<file path="config.mk">
export PLATFORM = sky130hd
export DESIGN_NAME = silp_top
export DESIGN_NICKNAME = d
export VERILOG_FILES = /design/src/shared/silp_pkg.sv /design/src/rtl/silp_fifo.sv /design/src/rtl/silp_top.sv
export VERILOG_INCLUDE_DIRS = /design/src /design/src/shared
export SDC_FILE = /design/constraint.sdc
export NUM_CORES = 1
export LEC_CHECK = 0
export BUFFER_PORTS_ARGS = -buffer_cell sky130_fd_sc_hd__clkbuf_2
export CAP_MARGIN = 20
export CORE_MARGIN = 1.5
export CORE_UTILIZATION = 50
export DETAILED_ROUTE_END_ITERATION = 10
export HOLD_SLACK_MARGIN = 0.02
export PLACE_DENSITY = 0.79
export SYNTH_ARGS = -nofsm -noshare
export SYNTH_HDL_FRONTEND = slang
export SYNTH_SLANG_ARGS = --single-unit
</file>
<file path="constraint.sdc">
create_clock -name clock -period 3.11 [get_ports clock]
set_input_delay 0.1555 -clock clock [delete_from_list [all_inputs] [get_ports clock]]
set_output_delay 0.1555 -clock clock [all_outputs]
set_load 0.01 [all_outputs]
</file>
<file path="src/shared/silp_defines.svh">
// Constants for the serial-in latched parallel-out block
`ifndef SILP_DEFINES_SVH
`define SILP_DEFINES_SVH
`define SILP_STAGES 8
`define SILP_FIFO_DEPTH 4
`define SILP_MSB 7
`endif

</file>
<file path="src/shared/silp_pkg.sv">
// Types for the serial-in latched parallel-out block
package silp_pkg;
   typedef logic [7:0] silp_word_t;
   typedef enum logic [1:0] {SILP_RD_IDLE, SILP_RD_HOLD} silp_rd_t;
endpackage

</file>
<file path="src/rtl/silp_fifo.sv">
// Small valid/ready FIFO between storage latches and parallel drivers
`timescale 1ns/1ps
module silp_fifo #(
   parameter int WIDTH = 8,
   parameter int DEPTH = 4
) (
   input wire logic clock,
   input wire logic rst_n,
   input wire logic in_valid,
   output logic in_ready,
   input wire logic [WIDTH-1:0] in_data,
   output logic out_valid,
   input wire logic out_ready,
   output logic [WIDTH-1:0] out_data
);
   localparam int AW = (DEPTH > 1) ? $clog2(DEPTH) : 1;
   logic [WIDTH-1:0] mem_ff [DEPTH];
   logic [AW-1:0] wr_ff, rd_ff;
   logic [AW:0] cnt_ff;
   logic push, pop;

   // Honest flags from the occupancy count
   assign in_ready = (cnt_ff != AW'(0) + (AW+1)'(DEPTH)) ? 1'b1 : 1'b0;
   assign out_valid = (cnt_ff != '0);
   assign push = in_valid && in_ready;
   assign pop = out_valid && out_ready;
   assign out_data = mem_ff[rd_ff];

   // Storage, written only on push
   always_ff @(posedge clock) begin
      if (push) begin
         mem_ff[wr_ff] <= in_data;
      end
   end

   // Pointers and count
   always_ff @(posedge clock) begin
      if (!rst_n) begin
         wr_ff <= '0;
         rd_ff <= '0;
         cnt_ff <= '0;
      end else begin
         if (push) begin
            wr_ff <= (wr_ff == AW'(DEPTH-1)) ? '0 : AW'(wr_ff + 1'b1);
         end
         if (pop) begin
            rd_ff <= (rd_ff == AW'(DEPTH-1)) ? '0 : AW'(rd_ff + 1'b1);
         end
         cnt_ff <= (AW+1)'(cnt_ff + push - pop);
      end
   end
endmodule

</file>
<file path="src/rtl/silp_top.sv">
// Eight-stage shift register with storage latches and three-state outputs
// Function
// - Rising shift clock moves serial input into stage one; stages shift onward.
// - Strobe high: storage follows stages; strobe low: storage holds, outputs still take queued words.
// - Drive enable high drives the last word taken from the queue onto outputs; low leaves outputs undriven.
// - Each rising edge: stage seven passes to stage eight and rise output.
// - Each falling edge: fall output takes stage eight value.
`timescale 1ns/1ps
`include "silp_defines.svh"
module silp_top #(
   parameter int STAGES = `SILP_STAGES,
   parameter int DEPTH = `SILP_FIFO_DEPTH
) (
   input wire logic clock,
   input wire logic rst_n,
   input wire logic serial_in,
   input wire logic shift_clock,
   input wire logic storage_load_strobe,
   input wire logic output_drive_enable,
   input wire logic drive_ready,
   output logic drive_valid,
   output logic [STAGES-1:0] parallel_out,
   output logic [STAGES-1:0] parallel_out_oe,
   output logic serial_out_rise,
   output logic serial_out_fall,
   output logic load_stall
);
   import silp_pkg::*;
   logic sclk_d_ff;
   logic [STAGES-1:0] stage_ff;
   logic [STAGES-1:0] store_ff;
   logic [STAGES-1:0] nxt_stage;
   logic [STAGES-1:0] fifo_data;
   logic [STAGES-1:0] out_ff;
   logic rise, fall, in_ready, fifo_valid, load_req;
   localparam int FW = $clog2(STAGES + 1);
   logic store_known_ff;
   logic fill_done;
   logic [STAGES-1:0] load_word;
   logic [FW-1:0] fill_cnt_ff;

   // One place for the word storage takes: the shifted word on a rise, else the stages
   function automatic logic [STAGES-1:0] load_word_f(input logic r,
         input logic [STAGES-1:0] shifted, input logic [STAGES-1:0] held);
      return r ? shifted : held;
   endfunction

   // Edge detect on the shift clock, sampled as a synchronous input
   always_ff @(posedge clock) begin
      if (!rst_n) begin
         sclk_d_ff <= 1'b0;
      end else begin
         sclk_d_ff <= shift_clock;
      end
   end
   assign rise = shift_clock && !sclk_d_ff;
   assign fall = !shift_clock && sclk_d_ff;
   assign nxt_stage = {stage_ff[STAGES-2:0], serial_in};

   // Shift stages; not reset on purpose, contents start unknown
   always_ff @(posedge clock) begin
      if (rise) begin
         stage_ff <= nxt_stage;
      end
   end

   // Rise output tracks last stage regardless of strobe or enable
   assign serial_out_rise = stage_ff[STAGES-1];

   // Fall output samples last stage on falling edge only
   always_ff @(posedge clock) begin
      if (!rst_n) begin
         serial_out_fall <= 1'b0;
      end else if (fall) begin
         serial_out_fall <= stage_ff[STAGES-1];
      end
   end

   // Transparent storage while strobe high, follows the new stage value at once
   assign load_word = load_word_f(rise, nxt_stage, stage_ff);
   always_ff @(posedge clock) begin
      if (storage_load_strobe) begin
         store_ff <= load_word;
      end
   end

   // Storage content is unknown until its first load, so that load is always queued
   always_ff @(posedge clock) begin
      if (!rst_n) begin
         store_known_ff <= 1'b0;
      end else if (storage_load_strobe) begin
         store_known_ff <= 1'b1;
      end
   end

   // Queue each storage change toward the drivers; flags load_stall and drops the word if drivers back up
   assign load_req = storage_load_strobe && (rise || !store_known_ff || store_ff != stage_ff);
   assign load_stall = load_req && !in_ready;
   silp_fifo #(.WIDTH(STAGES), .DEPTH(DEPTH)) u_fifo (
      .clock(clock),
      .rst_n(rst_n),
      .in_valid(load_req),
      .in_ready(in_ready),
      .in_data(load_word),
      .out_valid(fifo_valid),
      .out_ready(drive_ready),
      .out_data(fifo_data)
   );
   assign drive_valid = fifo_valid;

   // Output word register, updated from the queue
   always_ff @(posedge clock) begin
      if (!rst_n) begin
         out_ff <= '0;
      end else if (fifo_valid && drive_ready) begin
         out_ff <= fifo_data;
      end
   end

   // Three-state drive: enables follow the drive enable pin
   assign parallel_out = out_ff;
   assign parallel_out_oe = {STAGES{output_drive_enable}};

   // Rises since reset, saturating at a full word; the checks below but a_shift_in, a_fall_hold, a_first_push, a_out_hold and a_oe_follow wait for it
   // because the stages are never reset and hold unknowns until then
   always_ff @(posedge clock) begin
      if (!rst_n) begin
         fill_cnt_ff <= '0;
      end else if (rise && !fill_done) begin
         fill_cnt_ff <= FW'(fill_cnt_ff + 1'b1);
      end
   end
   assign fill_done = (fill_cnt_ff == FW'(STAGES));

   // Serial input lands in stage one on every rise
   a_shift_in: assert property (@(posedge clock) disable iff (!rst_n)
      rise
      |=> stage_ff[0] == $past(serial_in))
      else $error("serial input not shifted");

   // Every stage after stage one takes its neighbour on a rise
   a_shift_chain: assert property (@(posedge clock) disable iff (!rst_n)
      fill_done && rise
      |=> stage_ff[STAGES-1:1] == $past(stage_ff[STAGES-2:0]))
      else $error("stages did not shift");

   // No rise, no shift
   a_stage_hold: assert property (@(posedge clock) disable iff (!rst_n)
      fill_done && !rise
      |=> $stable(stage_ff))
      else $error("stages moved without a rise");

   // A falling edge must not shift the stages
   a_fall_no_shift: assert property (@(posedge clock) disable iff (!rst_n)
      fill_done && fall
      |=> $stable(stage_ff))
      else $error("stages moved on a fall");

   // Rise output shows stage seven's old content after each rise
   a_rise_stage: assert property (@(posedge clock) disable iff (!rst_n)
      fill_done && $rose(shift_clock)
      |=> serial_out_rise == $past(stage_ff[STAGES-2]))
      else $error("rise output missed stage seven");

   // Rise output moves only on a rise
   a_rise_hold: assert property (@(posedge clock) disable iff (!rst_n)
      fill_done && !rise
      |=> $stable(serial_out_rise))
      else $error("rise output changed off edge");

   // Rise output still follows with strobe and drive enable both low
   a_rise_free: assert property (@(posedge clock) disable iff (!rst_n)
      fill_done && rise && !storage_load_strobe && !output_drive_enable
      |=> serial_out_rise == $past(stage_ff[STAGES-2]))
      else $error("rise output gated by strobe or enable");

   // Fall output takes stage eight on a fall
   a_fall_take: assert property (@(posedge clock) disable iff (!rst_n)
      fill_done && fall
      |=> serial_out_fall == $past(stage_ff[STAGES-1]))
      else $error("fall output wrong");

   // Fall output holds between falls
   a_fall_hold: assert property (@(posedge clock) disable iff (!rst_n)
      !fall
      |=> $stable(serial_out_fall))
      else $error("fall output changed off edge");

   // Strobe low freezes storage, shifting or not
   a_store_hold: assert property (@(posedge clock) disable iff (!rst_n)
      fill_done && store_known_ff && !storage_load_strobe
      |=> $stable(store_ff))
      else $error("storage changed with strobe low");

   // Strobe high: storage follows the stages, new rise value included
   a_store_follow: assert property (@(posedge clock) disable iff (!rst_n)
      fill_done && storage_load_strobe
      |=> store_ff == $past(load_word))
      else $error("storage did not follow stages");

   // The first load after reset always reaches the queue
   a_first_push: assert property (@(posedge clock) disable iff (!rst_n)
      storage_load_strobe && !store_known_ff
      |-> load_req)
      else $error("first storage load not queued");

   // A popped word shows on the outputs the next cycle
   a_queue_show: assert property (@(posedge clock) disable iff (!rst_n)
      fill_done && fifo_valid && drive_ready
      |=> parallel_out == $past(fifo_data))
      else $error("queued word not shown");

   // Outputs hold unless a word is popped
   a_out_hold: assert property (@(posedge clock) disable iff (!rst_n)
      !(fifo_valid && drive_ready)
      |=> $stable(parallel_out))
      else $error("outputs changed without load");

   // Every driver enable follows the drive enable pin
   a_oe_follow: assert property (@(posedge clock) disable iff (!rst_n)
      parallel_out_oe
      == {STAGES{output_drive_enable}})
      else $error("drive enable mismatch");

   // Main scenarios: shifting, falls, loads, refused loads, draining
   c_rise: cover property (@(posedge clock) disable iff (!rst_n) rise);
   c_fall: cover property (@(posedge clock) disable iff (!rst_n) fill_done && fall);
   c_load: cover property (@(posedge clock) disable iff (!rst_n) load_req && in_ready);
   c_stall: cover property (@(posedge clock) disable iff (!rst_n) load_stall);
   c_drain: cover property (@(posedge clock) disable iff (!rst_n) fifo_valid && drive_ready);
endmodule

</file>
==> metrics <==
unrepaired setup endpoints after global routing=false; slowest CP cell=or3_4; Setup crit start kind=flip-flop; Leak=1.11 nW; area share of the largest cell type after synthesis=44.6%; xor and xnor fraction of the mapped netlist area=3.25%; commonest non-fill, non-tap cells in the layout=40 x edfxtp_1, 26 x dfxtp_1, 24 x nand2_1, 17 x clkbuf_2, 9 x clkbuf_8; post-synth top area cell=edfxtp_1; CP endpoint kind=flip-flop; Synth Area in Compound Gates=4.18%; setup TNS=0 ps; All-Layer GR Usage=15.8%; Pins Over Slew Limit=0; ranking of synthesized cells by area=edfxtp_1 45%, dfxtp_1 19%, mux4_2 6.7%; clock slew at reported path FFs=70 ps; Worst-Margin Slew=690 ps; H-tree depth=3; fillcell total=441; pin count of the biggest net entering global routing=21; worst-case vdd ir drop=0.000546 V; Final Util=58.6%; DRC viols=0; DP Wirelength=2770 um; CP required=3340 ps; Post-Synth Simple-Gate Area=9.07%; Buffers & Inverters on Critical Path=3; part of the Yosys area used for sequential elements=64.0%; antenna cells=0; initial antenna violation count=0; slew margin rel.=53.9%; I/O pin cnt=27; yosys warns=0; syn_nets=195; Antenna Violating Nets Remaining=0; Wirelength per Cell=15.0 um; DIE HEIGHT=76.4 um; Largest stage delay, worst path=390 ps; first-pass GRT wire length=6610 um; CTS tree=built; root buf cell=clkbuf_8; largest family of logic cells by synthesized area=multiplexers; via count=1,345; postcts setup bufs=0; IO Port Bufs=17; Routability Congestion=0.745; TritonCTS Buffers=9; synthesis-to-finish area growth=11.9%; clk sinks=66; fin crit period=2560 ps; Max Clock Skew=13.1 ps; Worst Hold Class=in2reg; cts hold-fix bufs=0; post-synthesis register bit count=66; Max-cap violations=0; setup-violating endpoint count in the final report=0; Synth Cell Area=2690 um2; crit-path cells=or3_4 -> nand2_2 -> inv_2 -> ha_1 -> inv_1 -> ha_1 -> inv_1 -> fa_1 -> xnor2_1 -> xnor2_1 -> and2_1; Die X=76.4 um; library cells used by synthesis=31; post-cts resize count=0; CP max FO=12; CP top delay family=adder cells; Mapped Cells=180; initial core utilization=52.4%; drt first pass iters=4; most common cell after layout, fill and taps aside=edfxtp_1; Syn Area/Cell=15.0 um2; Final Hold Vio Count=0; area of the die=5830 um2; cell area power density=918 nW/um2; vias in the first global route=1,363; Rows=26; post-synthesis adder-cell area fraction=4.00%; Arrival @ worst endpoint=2790 ps; critical path class=reg2reg; Routed WL=4040 um; post-synthesis mux area share=11.2%; clock latency on the worst-skew pair=350 ps; fin nets=209; Core ar.=5140 um2; final period utilization=82.2%; layout cells sized above 1=28.1%; initial drt markers=53; via density per instance=5.00; FMAX=0.391 GHz; GRT overflow=0; CTS max path bufs=2; status=complete, no violations
report_power, final:
group | switching, mW | internal (mW) | leakage [nW] | total [mW]
Combinational | 0.335 | 0.284 | 0.400 | 0.619
Sequential | 0.121 | 1.17 | 0.589 | 1.29
Clock | 0.324 | 0.532 | 0.121 | 0.856
layer usage:
layer	wire, um	GRT usage, %	vias to the layer above	part of all wire, %
met4	69	8.52	0	1.7
met2	1920	24.4	25	48
met3	188	6.47	6	4.7
met5	0	0	-	0
li1	-	-	658	-
met1	1860	19.0	656	46
metrics by stage:
step	hold slack (ps)	cells	setup WS, ps	power, mW	area, um2
after floorplan	266	180	850	1.78	2690
after global placement	312	253	673	1.91	2770
after detailed placement	312	253	550	1.94	2770
after CTS	41.9	269	533	2.80	3010
after global routing	47.7	269	333	2.91	3010
final	53.9	269	553	2.77	3010
state kept, by name, indices dropped and copies added, names as in the netlist:
name,cells
store_known_ff,1
stage_ff,8
serial_out_fall,1
sclk_d_ff,1
u_fifo.mem_ff,32
u_fifo.wr_ff,2
parallel_out,8
u_fifo.cnt_ff,3
u_fifo.rd_ff,2
store_ff,8
layout make-up:
cell class,count,area [um2],share of cell area [%]
Sequential cell,66,1720,57.1
Multi-Input combinational cell,93,852,28.3
Clock buffer,9,124,4.11
Clock inverter,7,116,3.86
Tap cell,70,87.6,2.91
Timing Repair Buffer,17,85.1,2.82
Inverter,7,26.3,0.872
cell usage after synthesis, drive strengths merged:
master,instances
nor2,1
and2,7
nor2b,3
mux2,8
mux4,8
ha,7
dfxtp,26
xor2,7
and3,1
mux2i,3
nand2,25
or3,2
nand2b,1
a21boi,10
clkbuf,3
nor3,1
inv,7
or3b,1
o21a,1
fa,1
edfxtp,40
nor4,1
buf,11
a31oi,1
a311oi,1
xnor2,3
kinds of logic after synthesis:
| logic type | count (synthesis) |
|---|---|
| DFF | 66 |
| and+or+nand+nor | 43 |
| buffers and inverters | 21 |
| muxes | 19 |
| AOI/OAI and AO/OA | 13 |
| xor gates and xnor gates | 10 |
| adders and majority gates | 8 |
worst paths after layout:
path	start	endpoint	slack [ps]	depth (start not counted)
max	u_fifo.cnt_ff[1]	u_fifo.cnt_ff[2]	550	11
min	shift_clock	sclk_d_ff	50	2
max reg2reg	u_fifo.cnt_ff[1]	u_fifo.cnt_ff[2]	550	11
min reg2reg	parallel_out[1]	parallel_out[1]	460	2
No activity file was read; power rests on OpenSTA's default activity.
